**src/hdl/aoms_pkg.sv**
```systemverilog
// Constants, field layouts and types for the converter output mode block.
// Assumes a 40 MHz core clock and a 32-bit AHB-Lite register bus.
package aoms_pkg;
	// ==========================================================
	// Widths and register map
	// ==========================================================
	localparam int unsigned RES_W           = 16;
	localparam int unsigned BUF_DEPTH       = 2;
	localparam logic [7:0]  CFG_OFFSET      = 8'h00;
	localparam logic [7:0]  STATUS_OFFSET   = 8'h04;
	localparam logic [7:0]  RESULT_OFFSET   = 8'h08;
	// Configuration field positions.
	localparam int unsigned CFG_SWAP_BIT    = 0;
	localparam int unsigned CFG_CODING_BIT  = 1;
	localparam int unsigned CFG_FAST_BIT    = 2;
	localparam int unsigned CFG_LOWPWR_BIT  = 3;
	localparam int unsigned CFG_SERIAL_BIT  = 4;
	localparam int unsigned CFG_EXTCLK_BIT  = 5;
	localparam int unsigned CFG_RDC_BIT     = 6;
	localparam int unsigned CFG_W           = 7;
	localparam logic [6:0]  CFG_RESET       = 7'h02;
	// Data line positions of the divider inputs.
	localparam int unsigned DIV_LO_LINE     = 2;
	localparam int unsigned DIV_HI_LINE     = 3;
	localparam int unsigned PAR_ONLY_MASK_W = 2;
	// ==========================================================
	// Timing
	// ==========================================================
	localparam int unsigned CLK_PERIOD_NS   = 25;
	localparam int unsigned SCLK_BASE_NS    = 8;
	// Half period of the internal serial clock in core cycles, least time rounded up.
	function automatic logic [3:0] sclk_half_cyc(input logic [1:0] code);
		int unsigned ns;
		int unsigned c;
		ns = SCLK_BASE_NS << code;
		c = (ns + 2 * CLK_PERIOD_NS - 1) / (2 * CLK_PERIOD_NS);
		if (c < 1)
			c = 1;
		return c[3:0];
	endfunction
	// ==========================================================
	// Types
	// ==========================================================
	typedef enum logic [1:0] {AOMS_NORMAL, AOMS_FAST, AOMS_WIDE, AOMS_LOWPWR} aoms_mode_t;
	typedef enum logic [1:0] {ST_IDLE, ST_MASTER, ST_SLAVE} aoms_state_t;
endpackage

```
**src/hdl/aoms_buf.sv**
```systemverilog
// Small valid/ready FIFO between the converter core and the output ports.
// Assumes a single clock; the drain side may stall, which fills it.
module aoms_buf #(
	parameter int unsigned WIDTH = 16,
	parameter int unsigned DEPTH = 2
) (
	// Clock and reset
	input  wire logic             core_clk_in,
	input  wire logic             rst_in,
	// Fill side
	input  wire logic [WIDTH-1:0] in_data_in,
	input  wire logic             in_valid_in,
	output logic                  in_ready_out,
	// Drain side
	output logic      [WIDTH-1:0] out_data_out,
	output logic                  out_valid_out,
	input  wire logic             out_ready_in,
	// Fill level
	output logic      [$clog2(DEPTH+1)-1:0] level_out
);
	localparam int unsigned PW = (DEPTH > 1) ? $clog2(DEPTH) : 1;
	localparam int unsigned CW = $clog2(DEPTH + 1);
	logic [WIDTH-1:0] mem_reg [DEPTH];
	logic [PW-1:0]    wr_reg;
	logic [PW-1:0]    rd_reg;
	logic [CW-1:0]    cnt_reg;
	logic             push;
	logic             pop;

	initial
	begin
		if (DEPTH < 2 || (DEPTH & (DEPTH - 1)) != 0)
			$error("aoms_buf: DEPTH must be a power of two, at least 2");
	end

	assign in_ready_out  = (cnt_reg != CW'(DEPTH));
	assign out_valid_out = (cnt_reg != '0);
	assign push          = in_valid_in && in_ready_out;
	assign pop           = out_valid_out && out_ready_in;
	assign out_data_out  = mem_reg[rd_reg];
	assign level_out     = cnt_reg;

	always_ff @(posedge core_clk_in)
	begin
		if (push)
			mem_reg[wr_reg] <= in_data_in;
	end

	always_ff @(posedge core_clk_in or posedge rst_in)
	begin
		if (rst_in)
		begin
			wr_reg  <= '0;
			rd_reg  <= '0;
			cnt_reg <= '0;
		end
		else
		begin
			wr_reg  <= push ? PW'(wr_reg + 1'b1) : wr_reg;
			rd_reg  <= pop ? PW'(rd_reg + 1'b1) : rd_reg;
			cnt_reg <= CW'(cnt_reg + CW'(push) - CW'(pop));
		end
	end
endmodule // aoms_buf

```
**src/hdl/aoms_sync.sv**
```systemverilog
// Two-stage synchroniser for pins arriving from outside the core clock.
// Assumes the pins are static or slow against the core clock.
module aoms_sync #(
	parameter int unsigned WIDTH = 1
) (
	// Clock and reset
	input  wire logic             core_clk_in,
	input  wire logic             rst_in,
	// Pins and synchronised copy
	input  wire logic [WIDTH-1:0] pin_in,
	output logic      [WIDTH-1:0] sync_out
);
	logic [WIDTH-1:0] meta_reg;
	logic [WIDTH-1:0] sync_reg;

	initial
	begin
		if (WIDTH < 1)
			$error("aoms_sync: WIDTH must be at least 1");
	end

	always_ff @(posedge core_clk_in or posedge rst_in)
	begin
		if (rst_in)
		begin
			meta_reg <= '0;
			sync_reg <= '0;
		end
		else
		begin
			meta_reg <= pin_in;
			sync_reg <= meta_reg;
		end
	end

	assign sync_out = sync_reg;
endmodule // aoms_sync

```
**src/hdl/aoms_top.sv**
```systemverilog
// Output mode control of a 16-bit sampling converter: mode decode, result
// coding, byte order, parallel port and master/slave serial port.
// Assumes results arrive from the converter core on the core clock, and
// chip select, external serial clock and data line inputs come from pins.
module aoms_top (
	// Clock and reset
	input  wire logic                       core_clk_in,
	input  wire logic                       rst_in,
	// AHB-Lite slave
	input  wire logic                       hsel_in,
	input  wire logic [31:0]                haddr_in,
	input  wire logic [1:0]                 htrans_in,
	input  wire logic                       hwrite_in,
	input  wire logic [2:0]                 hsize_in,
	input  wire logic [31:0]                hwdata_in,
	input  wire logic                       hready_in,
	output logic      [31:0]                hrdata_out,
	output logic                            hreadyout_out,
	output logic                            hresp_out,
	// Converter core side
	input  wire logic [aoms_pkg::RES_W-1:0] result_in,
	input  wire logic                       result_valid_in,
	output logic                            result_ready_out,
	input  wire logic                       conv_busy_in,
	output aoms_pkg::aoms_mode_t            conv_mode_out,
	// Data lines
	input  wire logic [aoms_pkg::RES_W-1:0] data_in,
	output logic      [aoms_pkg::RES_W-1:0] data_out,
	output logic      [aoms_pkg::RES_W-1:0] data_oe_out,
	// Serial port
	input  wire logic                       cs_n_in,
	input  wire logic                       sclk_in,
	output logic                            sclk_out,
	output logic                            sclk_oe_out,
	output logic                            sdout_out,
	output logic                            sdout_oe_out,
	output logic                            sync_out,
	output logic                            sync_oe_out
);
	import aoms_pkg::*;

	// ==========================================================
	// Declarations
	// ==========================================================
	logic [CFG_W-1:0] cfg_reg;
	logic [CFG_W-1:0] act_cfg_reg;
	logic             wr_pend_reg;
	logic [7:0]       wr_addr_reg;
	logic [31:0]      hrdata_reg;
	logic [RES_W-1:0] last_word_reg;
	logic [RES_W-1:0] par_word_reg;
	logic [RES_W-1:0] shift_reg;
	logic [4:0]       bit_cnt_reg;
	logic [3:0]       div_cnt_reg;
	logic             sclk_reg;
	logic             sync_reg;
	logic             ext_sclk_d_reg;
	aoms_state_t      state_reg;
	aoms_state_t      state_next;
	logic [RES_W-1:0] buf_data;
	logic             buf_valid;
	logic             buf_ready;
	logic [1:0]       buf_level;
	logic [3:0]       pins_s;
	logic             cs_n_s;
	logic             ext_sclk_s;
	logic [1:0]       div_s;
	logic             addr_phase;
	logic             pop;
	logic             is_serial;
	logic             is_master;
	logic             read_during_conversion_select;
	logic             ext_rise;
	logic             half_done;
	logic [RES_W-1:0] coded_word;
	logic [3:0]       half_cyc;
	logic [31:0]      status_word;

	// ==========================================================
	// Pin synchronisers and buffer
	// ==========================================================
	// Chip select enters inverted, so the cleared synchroniser reads as deselected.
	aoms_sync #(
		.WIDTH(4)
	) u_pin_sync (
		.core_clk_in(core_clk_in),
		.rst_in     (rst_in),
		.pin_in     ({data_in[DIV_HI_LINE], data_in[DIV_LO_LINE], sclk_in, ~cs_n_in}),
		.sync_out   (pins_s)
	);

	assign cs_n_s     = ~pins_s[0];
	assign ext_sclk_s = pins_s[1];
	assign div_s      = pins_s[3:2];

	// A stall of the serial port holds words here so none are dropped.
	aoms_buf #(
		.WIDTH(RES_W),
		.DEPTH(BUF_DEPTH)
	) u_buf (
		.core_clk_in  (core_clk_in),
		.rst_in       (rst_in),
		.in_data_in   (result_in),
		.in_valid_in  (result_valid_in),
		.in_ready_out (result_ready_out),
		.out_data_out (buf_data),
		.out_valid_out(buf_valid),
		.out_ready_in (buf_ready),
		.level_out    (buf_level)
	);

	// ==========================================================
	// Register bus
	// ==========================================================
	assign addr_phase    = hsel_in && hready_in && htrans_in[1];
	assign hreadyout_out = 1'b1;
	assign hresp_out     = 1'b0;
	assign hrdata_out    = hrdata_reg;

	always_ff @(posedge core_clk_in or posedge rst_in)
	begin
		if (rst_in)
		begin
			wr_pend_reg <= 1'b0;
			wr_addr_reg <= '0;
		end
		else
		begin
			wr_pend_reg <= addr_phase && hwrite_in && (hsize_in == 3'h2) && (haddr_in[31:8] == 24'h00_0000);
			wr_addr_reg <= haddr_in[7:0];
		end
	end

	always_ff @(posedge core_clk_in or posedge rst_in)
	begin
		if (rst_in)
			cfg_reg <= CFG_RESET;
		else if (wr_pend_reg && wr_addr_reg == CFG_OFFSET)
			cfg_reg <= hwdata_in[CFG_W-1:0];
	end

	assign status_word = {16'h0000, 4'h0, div_s, buf_level, 2'h0, conv_mode_out,
		cs_n_s, buf_valid, (state_reg != ST_IDLE), is_serial};

	// Read data are taken in the address phase so they stand in the data phase.
	always_ff @(posedge core_clk_in or posedge rst_in)
	begin
		if (rst_in)
			hrdata_reg <= '0;
		else if (addr_phase && !hwrite_in)
		begin
			case (haddr_in[7:0])
				CFG_OFFSET:    hrdata_reg <= {25'h000_0000, cfg_reg};
				STATUS_OFFSET: hrdata_reg <= status_word;
				RESULT_OFFSET: hrdata_reg <= {16'h0000, last_word_reg};
				default:       hrdata_reg <= '0;
			endcase
		end
	end

	// ==========================================================
	// Mode decode and active configuration
	// ==========================================================
	// The written configuration reaches the port logic only while no word is
	// moving, so a result is never split between two formats.
	always_ff @(posedge core_clk_in or posedge rst_in)
	begin
		if (rst_in)
			act_cfg_reg <= CFG_RESET;
		else if (state_reg == ST_IDLE && !pop)
			act_cfg_reg <= cfg_reg;
	end

	assign is_serial = act_cfg_reg[CFG_SERIAL_BIT];
	assign is_master = !act_cfg_reg[CFG_EXTCLK_BIT];
	assign read_during_conversion_select       = act_cfg_reg[CFG_RDC_BIT];

	always_comb
	begin
		case ({act_cfg_reg[CFG_FAST_BIT], act_cfg_reg[CFG_LOWPWR_BIT]})
			2'b11:   conv_mode_out = AOMS_WIDE;
			2'b10:   conv_mode_out = AOMS_FAST;
			2'b01:   conv_mode_out = AOMS_LOWPWR;
			default: conv_mode_out = AOMS_NORMAL;
		endcase
	end

	// Straight binary passes through; otherwise the top bit flips.
	always_comb
	begin
		coded_word = buf_data;
		if (!act_cfg_reg[CFG_CODING_BIT])
			coded_word[RES_W-1] = ~buf_data[RES_W-1];
	end

	// ==========================================================
	// Word hand-off
	// ==========================================================
	// In master read-after-conversion the word waits for the conversion to end;
	// reading during conversion sends the previous result at once.
	always_comb
	begin
		if (!is_serial)
			buf_ready = 1'b1;
		else if (state_reg != ST_IDLE || cs_n_s)
			buf_ready = 1'b0;
		else if (is_master)
			buf_ready = read_during_conversion_select || !conv_busy_in;
		else
			buf_ready = 1'b1;
	end

	assign pop = buf_valid && buf_ready;

	always_ff @(posedge core_clk_in or posedge rst_in)
	begin
		if (rst_in)
			last_word_reg <= '0;
		else if (pop)
			last_word_reg <= coded_word;
	end

	always_ff @(posedge core_clk_in or posedge rst_in)
	begin
		if (rst_in)
			par_word_reg <= '0;
		else if (pop && !is_serial)
		begin
			if (act_cfg_reg[CFG_SWAP_BIT])
				par_word_reg <= {coded_word[7:0], coded_word[15:8]};
			else
				par_word_reg <= coded_word;
		end
	end

	// ==========================================================
	// Serial shift engine
	// ==========================================================
	// Reading during conversion runs at the base period; the divider pins
	// only act in master read-after-conversion.
	assign half_cyc  = sclk_half_cyc(read_during_conversion_select ? 2'b00 : div_s);
	assign half_done = (div_cnt_reg == 4'h1);
	assign ext_rise  = ext_sclk_s && !ext_sclk_d_reg;

	always_ff @(posedge core_clk_in or posedge rst_in)
	begin
		if (rst_in)
			ext_sclk_d_reg <= 1'b0;
		else
			ext_sclk_d_reg <= ext_sclk_s;
	end

	always_comb
	begin
		state_next = state_reg;
		case (state_reg)
			ST_IDLE:
			begin
				if (pop && is_serial)
					state_next = is_master ? ST_MASTER : ST_SLAVE;
			end
			ST_MASTER:
			begin
				if (cs_n_s)
					state_next = ST_IDLE;
				else if (half_done && sclk_reg && bit_cnt_reg == 5'h0f)
					state_next = ST_IDLE;
			end
			ST_SLAVE:
			begin
				if (cs_n_s)
					state_next = ST_IDLE;
				else if (ext_rise && bit_cnt_reg == 5'h0f)
					state_next = ST_IDLE;
			end
			default: state_next = ST_IDLE;
		endcase
	end

	always_ff @(posedge core_clk_in or posedge rst_in)
	begin
		if (rst_in)
			state_reg <= ST_IDLE;
		else
			state_reg <= state_next;
	end

	// Master: the clock toggles every half period and data move on its fall.
	always_ff @(posedge core_clk_in or posedge rst_in)
	begin
		if (rst_in)
		begin
			div_cnt_reg <= '0;
			sclk_reg    <= 1'b0;
			sync_reg    <= 1'b0;
		end
		else if (state_reg == ST_IDLE)
		begin
			div_cnt_reg <= half_cyc;
			sclk_reg    <= 1'b0;
			sync_reg    <= pop && is_serial && is_master;
		end
		else if (state_reg == ST_MASTER)
		begin
			div_cnt_reg <= half_done ? half_cyc : 4'(div_cnt_reg - 1'b1);
			if (half_done)
				sclk_reg <= ~sclk_reg;
			if (state_next == ST_IDLE)
				sync_reg <= 1'b0;
		end
		else
			sync_reg <= 1'b0;
	end

	// Both ends shift most significant bit first.
	always_ff @(posedge core_clk_in or posedge rst_in)
	begin
		if (rst_in)
		begin
			shift_reg   <= '0;
			bit_cnt_reg <= '0;
		end
		else if (state_reg == ST_IDLE)
		begin
			bit_cnt_reg <= '0;
			if (pop && is_serial)
				shift_reg <= coded_word;
		end
		else if ((state_reg == ST_MASTER && half_done && sclk_reg) ||
			(state_reg == ST_SLAVE && ext_rise))
		begin
			shift_reg   <= {shift_reg[RES_W-2:0], 1'b0};
			bit_cnt_reg <= 5'(bit_cnt_reg + 1'b1);
		end
	end

	// ==========================================================
	// Pin drive
	// ==========================================================
	always_comb
	begin
		data_out    = par_word_reg;
		data_oe_out = '0;
		if (!is_serial)
			data_oe_out = '1;
		else
		begin
			// Serial data leave on their own pins; every data line floats,
			// the divider lines included, since they are inputs or unused.
			data_out    = '0;
			data_oe_out = '0;
		end
	end

	assign sclk_out     = sclk_reg;
	assign sclk_oe_out  = is_serial && is_master && !cs_n_s;
	assign sdout_out    = shift_reg[RES_W-1];
	assign sdout_oe_out = is_serial && !cs_n_s;
	assign sync_out     = sync_reg;
	assign sync_oe_out  = is_serial && is_master && !cs_n_s;
endmodule // aoms_top

```
**config.mk**
```make
export PLATFORM = sky130hd
export DESIGN_NAME = aoms_top
export DESIGN_NICKNAME = d
export VERILOG_FILES = /design/src/hdl/aoms_pkg.sv /design/src/hdl/aoms_buf.sv /design/src/hdl/aoms_sync.sv /design/src/hdl/aoms_top.sv
export SDC_FILE = /design/constraint.sdc
export NUM_CORES = 1
export LEC_CHECK = 0
export BUFFER_PORTS_ARGS = -buffer_cell sky130_fd_sc_hd__buf_2
export CORE_MARGIN = 4
export CORE_UTILIZATION = 58
export CTS_BUF_LIST = sky130_fd_sc_hd__clkbuf_8
export DETAILED_ROUTE_END_ITERATION = 10
export GPL_ROUTABILITY_DRIVEN = 0
export HOLD_SLACK_MARGIN = 0.06
export PLACE_DENSITY = 0.88
export REMOVE_ABC_BUFFERS = 1
export SETUP_SLACK_MARGIN = 0.2
export SLEW_MARGIN = 20
export SYNTH_ARGS = -nofsm -noshare
export SYNTH_HDL_FRONTEND = slang
export SYNTH_SLANG_ARGS = --single-unit
```
**constraint.sdc**
```tcl
create_clock -name core_clk_in -period 6.1 [get_ports core_clk_in]
set_clock_uncertainty 0.2 [all_clocks]
set_input_delay 0.915 -clock core_clk_in [delete_from_list [all_inputs] [get_ports core_clk_in]]
set_output_delay 0.915 -clock core_clk_in [all_outputs]
set_load 0.01 [all_outputs]
```
* After elaboration in Yosys (flattened, before gate mapping) *
Memories as Yosys holds them, arrays and structs flattened.
Index checks and enable logic that the tools add are counted.
W data, S select, Z words.

cells by class
  $mul = 0
  shifts and indexed selects = 1
  mux-type cells = 34
  reduce and logical (&&, ||, !) cells = 44
  magnitude comparators = 1
  bitwise gates (word level) = 4
  divide/modulo/power cells = 1
  eq/ne operators = 13
  $add $sub $neg = 8

operators with widths
  kind                     number
  $mux W16                 6
  $pmux W16 S3             1
  $add A32 B6 Y32 const B  1
  $div A32 B6 Y32 const B  1
  $lt A32 B1 Y1 const B    1
  $shl A4 B2 Y32 const A   1
  $sub A32 B1 Y32 const B  1
  $logic_not A24 Y1        1
  $logic_and A1 B1 Y1      23
  $logic_not A8 Y1         2
  $mux W4                  4
  $mux W2                  7
  $mux W1                  12
  $pmux W2 S3              2
  $mux W5                  2
  $reduce_bool A2 Y1       5
  $eq A8 B3 Y1 const B     1
  $eq A8 B4 Y1 const B     1
  $eq A2 B2 Y1 const B     3
  $logic_not A1 Y1         6
  $add A5 B1 Y5 const B    1
  $eq A5 B4 Y1 const B     1
  $eq A2 B1 Y1 const B     2
  $eq A4 B1 Y1 const B     1
  other kinds (12)         20

storage, ports and cells
  register bits after elaboration = 129
  bits in latches = 0
  RAM bits = 32
  memory bits (read-only) = 0
  word-level logic and storage cells = 126
  memories = 1

memories
  name           words  bits a word  rd ports  clocked after Yosys merged registers in  write ports  line            RTL
  u_buf.mem_reg  2      16           1         0                                        1            aoms_buf.sv:23  logic [WIDTH-1:0] mem_reg [DEPTH];

* Longest topological paths before layout *
Gate-level depths: netlist of run 1.

  word-level depth = 13
  depth in mapped cells = 11

* Modules after synthesis *
From an unflattened synthesis of run 1, not the netlist that was laid out.

second synthesis, totals
  cells, all modules = 546
  area, all modules = 6,580.1 um^2

modules (own cells, without submodules)
  module     times used  area each (um^2)  cells an instance
  aoms_top   1           4,996.0           464
  aoms_buf   1           1,380.1           73
  aoms_sync  1           203.9             9

* Least setup slack after synthesis of run 1 *
No wires, ideal clock.

  kind = input port to flip-flop
  from = input conv_busy_in
  to = register u_buf.cnt_reg[1], in the netlist u_buf.level_out[1]
  data arrival time = 2,418 ps
  buffers on the path = 1
  stages = 9
  setup slack = 3,357 ps
  path through = nor3b_2 > o41a_1 > buf_2 > inv_1 > ha_1 > inv_1 > ha_1 > xnor2_1 > xnor2_1

between the ends
  longest elaborated chain between the ends = 7

ends and longest elaborated chain
  item                  line             RTL
  from (decl)           aoms_top.sv:24   input wire logic conv_busy_in,
  $logic_not A1 Y1      aoms_top.sv:208  buf_ready = read_during_conversion_select || !conv_busy_in;
  $logic_or A1 B1 Y1    aoms_top.sv:208
  $mux W1               aoms_top.sv:207  else if (is_master)
  $mux W1               aoms_top.sv:205  else if (state_reg != ST_IDLE || cs_n_s)
  $mux W1               aoms_top.sv:203  if (!is_serial)
  $logic_and A1 B1 Y1   aoms_buf.sv:39   assign pop = out_valid_out && out_ready_in;
  $sub A2 B1 Y2         aoms_buf.sv:61   cnt_reg <= CW'(cnt_reg + CW'(push) - CW'(pop));
  to (signal assigned)  aoms_buf.sv:61
  to (decl)             aoms_buf.sv:26   logic [CW-1:0] cnt_reg;

No other way between the ends.
A chain may end at the register's enable or synchronous reset.

* Worst setup path after layout of run 1 *
  from = register act_cfg_reg[4]
  to = output data_oe_out[12] (netlist bit)

between the ends
  longest elaborated chain between the ends = 1

ends and longest elaborated chain
  item                    line             RTL
  from (decl)             aoms_top.sv:46   logic [CFG_W-1:0] act_cfg_reg;
  from (signal assigned)  aoms_top.sv:171  act_cfg_reg <= cfg_reg;
  $mux W16                aoms_top.sv:344  if (!is_serial)
  to (decl)               aoms_top.sv:29   output logic [aoms_pkg::RES_W-1:0] data_oe_out,

No other way between the ends.

==> results of run 1 <==
cell usage in the layout (no fill, tap or decap), types with 6 or more instances in the layout:
cell type and instances:
inv_1 20, nand2_1 74, nor4_1 9, buf_2 126, a21oi_1 10, clkinv_1 6, clkbuf_8 17, ha_1 9
dfrtp_1 111, conb_1 18, mux2i_1 24, o21ai_1 6, a32o_1 6, nor2_1 13, edfxtp_1 32, o21ai_0 62
mux2_4 10, nor2b_1 21, mux2_2 33
worst register-to-register path: cells and delay by family, from the launching register on:
family          cells  cell delay [ns]
buf+inv             3             0.44
flops               1             0.89
compound gates      2             0.74
fa+ha+maj           2             0.45
xor+xnor            2             0.30
worst paths after layout:
| path | startpoint | to | cells after the start |
|---|---|---|---|
| worst max-delay path | act_cfg_reg[4]$_DFFE_PP0P_ | data_oe_out[12] | 2 |
| worst min-delay path | u_pin_sync.meta_reg[3]$_DFF_PP0_ | u_pin_sync.sync_out[3]$_DFF_PP0_ | 0 |
| min in group asynchronous | rst_in | last_word_reg[15]$_DFFE_PP0N_ | 2 |
| worst max register to register | act_cfg_reg[4]$_DFFE_PP0P_ | u_buf.level_out[1]$_DFF_PP0_ | 9 |
| max in group asynchronous | rst_in | act_cfg_reg[3]$_DFFE_PP0P_ | 3 |
| worst min register to register | u_pin_sync.meta_reg[3]$_DFF_PP0_ | u_pin_sync.sync_out[3]$_DFF_PP0_ | 0 |
power groups by stage:
stage | Clock, mW | Sequential, mW | Combinational, mW
after floorplan | 0 | 1.47 | 0.992
after global placement | 0 | 1.53 | 1.32
after detailed placement | 0 | 1.55 | 1.39
after CTS | 0.645 | 1.54 | 1.40
after global routing | 0.683 | 1.57 | 1.55
final | 0.624 | 1.54 | 1.39
area by class of cell:
class                      instances  area, um^2
tap                              140         175
clock buffer                      17         234
sequential                       145        3790
timing repair buffer             129         653
fill                             807        3560
clock inverter                    15        88.8
inverter                          16        62.6
multi-input combinational        352        2370
per-layer routing:
metal,up-vias,global-route usage [%]
met5,-,0
met4,0,9.50
met3,23,5.87
met2,163,36.7
met1,2196,27.8
li1,2104,-
kinds of logic (layout without fill, tap and decap cells):
group / Yosys count / after routing / share of synthesized area [%]
AND/OR/NAND/NOR: 146 / 146 / 11.1
buffers and inverters: 78 / 177 / 6.91
other: 2 / 18 / 0.115
multiplexers: 67 / 67 / 11.7
AO/OA/AOI/OAI: 107 / 107 / 9.77
XOR/XNOR: 5 / 5 / 0.670
adder cells (fa/ha/maj): 9 / 9 / 1.72
flip-flops: 145 / 145 / 58.0
==> flow_summary.toml, run 1 <==
[timing]
slew_headroom_pct = 40.6
period_minus_slack_ns = 3.14
rsz0062_at_grt = "false"
whs_ns = 0.152
drv_slew = 0
period_share_pct = 51.5
max_freq_mhz = 318
hold_viol = 0
setup_ws_ns = 2.96
setup_tns_ns = 0
setup_viol = 0
tightest_slew_ns = 0.891

[grt]
grtUsageTotal_pct = 22.2
grt_antenna_before_repair = 0
gr-total-overflow = 0
grt_pass1_vias = 4584
grt_max_degree = 67
grt_first_pass_wirelength_mm = 22.5

[routing]
wire_per_inst_um = 16.9
wl_met3_um = 929
totalWireLength_mm = 13.8
top_layer = "met4"
viasPerCell = 5.51
drt-met1-wl_mm = 5.73
drtIter0Drc = 301
antenna_left = 0
dr.pass1.iters = 4
drc = 0
wl_met2_mm = 6.90
vias = 4486

[logic_synthesis]
synth_edf_count = 32
synthTopCellsByArea = "dfrtp_1, edfxtp_1, mux2_2, o21ai_0, nand2_1"
synthesis.area_um2 = 6530
synthCells = 559
synth_area_per_cell_um2 = 11.7
ys_ff_latch = 145
yosysMostFrequentCell = "dfrtp_1"
yosysSeqAreaShare_pct = 58.0
synth_top_area_share_pct = 42.5
yosys_warnings = 0
synth-async-reset-ratio_pct = 77.9
yosys.area.top_type = "dfrtp_1"
synth_flop_cell = "dfrtp_1"
synth_commonest_cells = "dfrtp_1, nand2_1, o21ai_0"
synth_cell_type_count = 52

[setup_path]
cp-end-kind = "primary output"
worstSetupPathType = "reg -> out"
ff2ff_setup_slack_ns = 3.00
arrival_ns = 2.03
crit_chain = "inv_1 > buf_2"
startpoint_type = "flip-flop"
cp_data_required_time_ns = 4.98
cpPeakStageDelay_ns = 0.89
cp_slowest_cell = "dfrtp_1"
cp_top_family = "flip-flops"
critPathMaxFanout = 22
path_buf_inv = 2

[clock_tree]
cts_resized = 0
cts_tree = "done"
clkSinkCount = 145
root_buffer = "clkbuf_8"
htree_levels = 4
cts_setup_buffers = 0
clkTransAtPathRegs_ns = 0.08
cts_hold_buf = 0
clock_path_buffers = 2
clkLatencyLatePin_ns = 0.44
cts_buffers = 17

[placement]
placed_area_um2 = 7040
io_buffers = 126
dp_cells = 782
hpwl_mm = 9.94
place_ws_ns = 2.84

[pwr]
peakVddDrop_uv = 324
power_frac_comb_pct = 39.2
p_seq_share_pct = 43.3
design_power_total_mw = 3.56
p_sw_mw = 1.34
clockPowerShare_pct = 17.5
pwr_density_cell_nw_per_um2 = 483
p_leak_nw = 3.46
swShare_pct = 37.5
internal-power_mw = 2.22

[cells_and_area]
diodes = 0
largest_reg_flops = 32
stdcell_area_um2 = 7370
nNetsFinal = 780
fin_util_pct = 67.4
layout-drive-gt1-share_pct = 30.7
stdcell_count = 814
area_growth_pct = 12.8

[status]
outcome = "complete, no violations"

[die]
start_util_pct = 59.7
rows = 38
dieArea_um2 = 13000
die_w_um = 114
core_area_um2 = 10900
die_h_um = 114
io_pins = 185

[run]
max_cap_viol_count = 0

[min_path]
hold_path.class = "reg -> reg"
Power figures use the tool's default switching activity.
==> run 2: changes to the inputs <==
- CORE_UTILIZATION: 58 -> 54
- PLACE_DENSITY: 0.88 -> 0.82
- clock period: 6.1 -> 3.3 ns (I/O delays scaled with it)
==> flow_summary.toml, run 2 (same netlist as run 1, synthesis figures left out) <==
[routing]
viasPerCell = 5.33
antenna_left = 0
vias = 4522
wire_per_inst_um = 16.5
totalWireLength_mm = 14.0
dr.pass1.iters = 4
drtIter0Drc = 338
drc = 0

[cells_and_area]
stdcell_area_um2 = 7770
diodes = 0
nNetsFinal = 812
layout.area.seq_um2 = 3790
layout-drive-gt1-share_pct = 30.9
layout_commonest_cell = "buf_2"
multi_input_area_um2 = 2350
area_growth_pct = 18.9
largest_reg_flops = 32
fillers = 879
final_cell_mix = "buf_2, dfrtp_1, nand2_1, o21ai_0, mux2_2"

[die]
die_h_um = 118
rows = 39
start_util_pct = 56.3
core_area_um2 = 11600
dieArea_um2 = 13900
io_pins = 185
die_w_um = 118

[timing]
period_share_pct = 77.3
period_minus_slack_ns = 2.55
hold_viol = 0
drv_slew = 0
rsz0062_at_grt = "false"
slew_headroom_pct = 48.7
whs_ns = 0.0930
setup_viol = 0
max_freq_mhz = 392
tightest_slew_ns = 0.769

[clock_tree]
clkLatencyLatePin_ns = 0.44
htree_levels = 4
clock_path_buffers = 2
clkTransAtPathRegs_ns = 0.07
cts_setup_buffers = 0
cts_buffers = 17
cts_hold_buf = 27
clkSinkCount = 145
cts_tree = "done"
root_buffer = "clkbuf_8"
cts_resized = 0

[setup_path]
cp_data_required_time_ns = 3.45
r2r-start = "state_reg[1]$_DFF_PP0_"
arrival_ns = 2.70
worstSetupPathType = "reg -> reg"
critPathMaxFanout = 13
cp-end-kind = "flip-flop"
startpoint_type = "flip-flop"
crit_path_start = "state_reg[1]$_DFF_PP0_"

[grt]
gr-total-overflow = 0
grt_first_pass_wirelength_mm = 23.2
grt_antenna_before_repair = 0
grtUsageTotal_pct = 20.9
grt_max_degree = 59
grt_pass1_vias = 4652

[min_path]
hold_path.class = "in -> reg"
hold_start = "hwdata_in[3]"

[placement]
placed_area_um2 = 7090
hpwl_mm = 9.77
io_buffers = 126

[pwr]
design_power_total_mw = 6.87
pwr_density_cell_nw_per_um2 = 885
p_sw_mw = 2.50
peakVddDrop_uv = 484
power_frac_comb_pct = 39.4
clockPowerShare_pct = 20.7
p_leak_nw = 3.64
swShare_pct = 36.4
internal-power_mw = 4.37
p_seq_share_pct = 39.9

[run]
max_cap_viol_count = 0

[status]
outcome = "complete, no violations"
[run 2: through the flow]
stage                     worst slack [ns]  TNS [ns]  util, %  instances
after floorplan                     -0.379    -42.58        -        513
after global placement               0.900         0     61.1        790
after detailed placement             0.801         0     61.1        790
after CTS                            0.737         0     66.9        849
after global routing                 0.613         0     66.9        849
final                                0.750         0     66.9        849
[run 2: layer usage]
metal	GRT usage [%]	wire, um	vias to the layer above
li1	-	-	2170
met1	25.6	6010	2192
met2	36.3	7040	141
met3	5.48	724	19
met4	6.45	206	0
met5	0	0	-
[run 2: final cells by class]
| class | count | area share [%] |
|---|---|---|
| sequential | 145 | 48.8 |
| multi-input combinational | 352 | 30.3 |
| timing repair buffer | 161 | 12.5 |
| clock buffer | 19 | 3.37 |
| tap | 143 | 2.30 |
| clock inverter | 13 | 1.88 |
| inverter | 16 | 0.805 |
[run 2: power groups by stage]
stage / sequential (mW) / clock [mW] / combinational (mW)
floorplan: 2.72 / 0 / 1.83
global placement: 2.74 / 0 / 2.58
detailed placement: 2.77 / 0 / 2.69
CTS: 2.74 / 1.45 / 2.73
global route: 2.81 / 1.53 / 3.02
finish: 2.74 / 1.42 / 2.71
[run 2: worst max-delay path, cell delays in order, from the launching register on]
cell and delay [ns]:
dfrtp_1 0.51, or2_1 0.46, o41a_1 0.49, inv_1 0.08
ha_1 0.23, inv_1 0.06, ha_1 0.14, xnor2_1 0.14
xnor2_1 0.16
[run 2: path summary, 6_finish.rpt]
check                      slack, ns                          endpoint  cells after the start
min in group asynchronous       0.53          wr_addr_reg[6]$_DFF_PP0_                      3
min reg2reg                     0.15  u_pin_sync.sync_out[3]$_DFF_PP0_                      0
max reg2reg                     0.75      u_buf.level_out[1]$_DFF_PP0_                      8
min                             0.09            cfg_reg[3]$_DFFE_PP0P_                      2
max                             0.75      u_buf.level_out[1]$_DFF_PP0_                      8
max in group asynchronous       1.59            cfg_reg[2]$_DFFE_PP0P_                      4
==> run 3: changes to the inputs <==
- ABC_AREA: default -> 1
- clock period: 3.3 -> 2.6 ns (I/O delays scaled with it)
==> flow_summary.toml, run 3 <==
[status]
outcome = "complete, no violations"

[die]
start_util_pct = 55.6
die_h_um = 120
dieArea_um2 = 14400
io_pins = 185
rows = 40
core_area_um2 = 12200
die_w_um = 120

[cells_and_area]
layout_commonest_cell = "nand2_1"
layout-drive-gt1-share_pct = 21.4
stdcell_area_um2 = 8260
fillers = 925
diodes = 0
nNetsFinal = 1039
fin_util_pct = 67.9
largest_reg_flops = 32
final_cell_mix = "nand2_1, buf_2, dfrtp_1, nor2_1, nand3_1"
area_growth_pct = 22.1

[routing]
vias = 5707
dr.pass1.iters = 5
antenna_left = 0
totalWireLength_mm = 16.7
drc = 0
wire_per_inst_um = 15.2
drtIter0Drc = 639
viasPerCell = 5.18

[setup_path]
cp_data_required_time_ns = 2.76
reg2reg_depth = 9
crit_end = "wr_pend_reg$_DFF_PP0_"
worstSetupPathType = "in -> reg"
cp-end-kind = "flip-flop"
r2r-start = "state_reg[1]$_DFF_PP0_"
r2r-end = "u_buf.level_out[1]$_DFF_PP0_"
ff2ff_setup_slack_ns = 0.51
critPathMaxFanout = 1
crit_path_start = "hsize_in[0]"
startpoint_type = "input port"
arrival_ns = 2.50

[grt]
grt_pass1_vias = 5656
grt_max_degree = 42
grt_first_pass_wirelength_mm = 27.5
grtUsageTotal_pct = 24.4
gr-total-overflow = 0
grt_antenna_before_repair = 0

[timing]
slew_headroom_pct = 52.3
period_minus_slack_ns = 2.34
setup_tns_ns = 0
drv_slew = 0
setup_viol = 0
hold_viol = 0
tightest_slew_ns = 0.713
period_share_pct = 89.9
rsz0062_at_grt = "false"
max_freq_mhz = 428

[logic_synthesis]
synth_edf_count = 32
yosys.area.top_type = "dfrtp_1"
yosysMostFrequentCell = "nand2_1"
synthesis.area_um2 = 6770
synth_cell_type_count = 35
synth_area_per_cell_um2 = 8.94
synth_top_area_share_pct = 41.1
yosys_warnings = 0
synthTopCellsByArea = "dfrtp_1, edfxtp_1, nand2_1, nor2_1, nand3_1"
synth-async-reset-ratio_pct = 77.9
ys_ff_latch = 145
synth_commonest_cells = "nand2_1, dfrtp_1, nor2_1"
yosysSeqAreaShare_pct = 56.0
synthCells = 757
synth_flop_cell = "dfrtp_1"

[pwr]
peakVddDrop_uv = 648
p_leak_nw = 4.17
design_power_total_mw = 8.76
pwr_density_cell_nw_per_um2 = 1060

[clock_tree]
clkLatencyLatePin_ns = 0.45
htree_levels = 4
cts_setup_buffers = 0
clkTransAtPathRegs_ns = 0.08
clkSinkCount = 145
cts_tree = "done"
root_buffer = "clkbuf_8"
clock_path_buffers = 2
cts_buffers = 17

[placement]
placed_area_um2 = 7370
io_buffers = 126
hpwl_mm = 10.7

[run]
max_cap_viol_count = 0

[min_path]
hold_path.class = "in -> reg"
-- run 3: cell types whose count changed in the layout (fill, tap and decap cells not counted), moves of 15 or more --
| cell | delta |
|---|---|
| nor2_1 | +69 |
| nand3_1 | +60 |
| o22ai_1 | +18 |
| mux2i_1 | -24 |
| mux2_2 | -33 |
| dlygate4sd3_1 | +22 |
| o21ai_0 | -15 |
| nor2b_1 | -22 |
| inv_1 | +40 |
| nand2_1 | +137 |
-- run 3: report_power, final --
part	switching, mW	internal (mW)
sequential	0.331	3.00
clock	0.820	0.914
combinational	2.44	1.25
-- run 3: routing by layer --
metal / wire, um / track usage [%] / up-vias
met5: 0 / 0 / -
met4: 377 / 11.0 / 0
met3: 1050 / 5.33 / 40
met2: 8470 / 40.6 / 231
met1: 6850 / 30.6 / 2721
li1: - / - / 2715
-- run 3: worst min-delay path by stage --
stage                                           startpoint                                to  slack (ns)  depth (start not counted)
after floorplan           u_pin_sync.meta_reg[0]$_DFF_PP0_  u_pin_sync.sync_out[0]$_DFF_PP0_        0.13                          0
after CTS                                        hready_in             wr_pend_reg$_DFF_PP0_        0.08                          5
after global placement    u_pin_sync.meta_reg[1]$_DFF_PP0_  u_pin_sync.sync_out[1]$_DFF_PP0_        0.13                          0
after detailed placement  u_pin_sync.meta_reg[1]$_DFF_PP0_  u_pin_sync.sync_out[1]$_DFF_PP0_        0.14                          0
final                                         haddr_in[12]             wr_pend_reg$_DFF_PP0_        0.08                          4
after global routing                          haddr_in[14]             wr_pend_reg$_DFF_PP0_        0.06                          4
-- run 3: critical path, cell delays in order --
cell and delay [ns]:
dlygate4sd3_1 0.56, buf_2 0.14, nor2_1 0.08, dlygate4sd3_1 0.55, nand4_1 0.07, dlygate4sd3_1 0.57, nor3_2 0.13
-- run 3: cell type report --
class                           instances  area [um^2]  share of cell area [%]
Tap cell                              168          210                    2.54
Clock buffer                           20          275                    3.33
Inverter                               61          231                    2.80
Clock inverter                         12          115                    1.39
Timing Repair Buffer                  190         1250                    15.1
Multi-Input combinational cell        505         2390                    28.9
Sequential cell                       145         3790                    45.9
-- run 3: timing repair --
| action | in CTS | in global routing |
|---|---|---|
| endpoints found under the hold margin | 86 | 1 |
| setup endpoints to repair | 0 | 1 |
| hold buffers | 51 | 2 |
| gates resized for setup | 0 | 4 |
-- run 3: cells by family (layout without fill, tap and decap cells) --
logic type      after synthesis  count (layout)  share of synthesized area [%]
xor+xnor                      7               7                          0.906
simple gates                387             387                           24.7
compound gates               84              84                           6.90
flops                       145             145                           56.0
other cells                   2              18                          0.111
buf+inv                     123             283                           9.71
fa+ha+maj                     9               9                           1.66
-- run 3: metrics by stage --
| step | hold slack (ns) | std cells | setup slack (ns) |
|---|---|---|---|
| after detailed placement | 0.140 | 1020 | 0.581 |
| after CTS | 0.0843 | 1103 | 0.261 |
| after floorplan | 0.131 | 711 | -0.974 |
| after global placement | 0.133 | 1020 | 0.641 |
| after global routing | 0.0648 | 1101 | 0.204 |
| final | 0.0758 | 1101 | 0.263 |
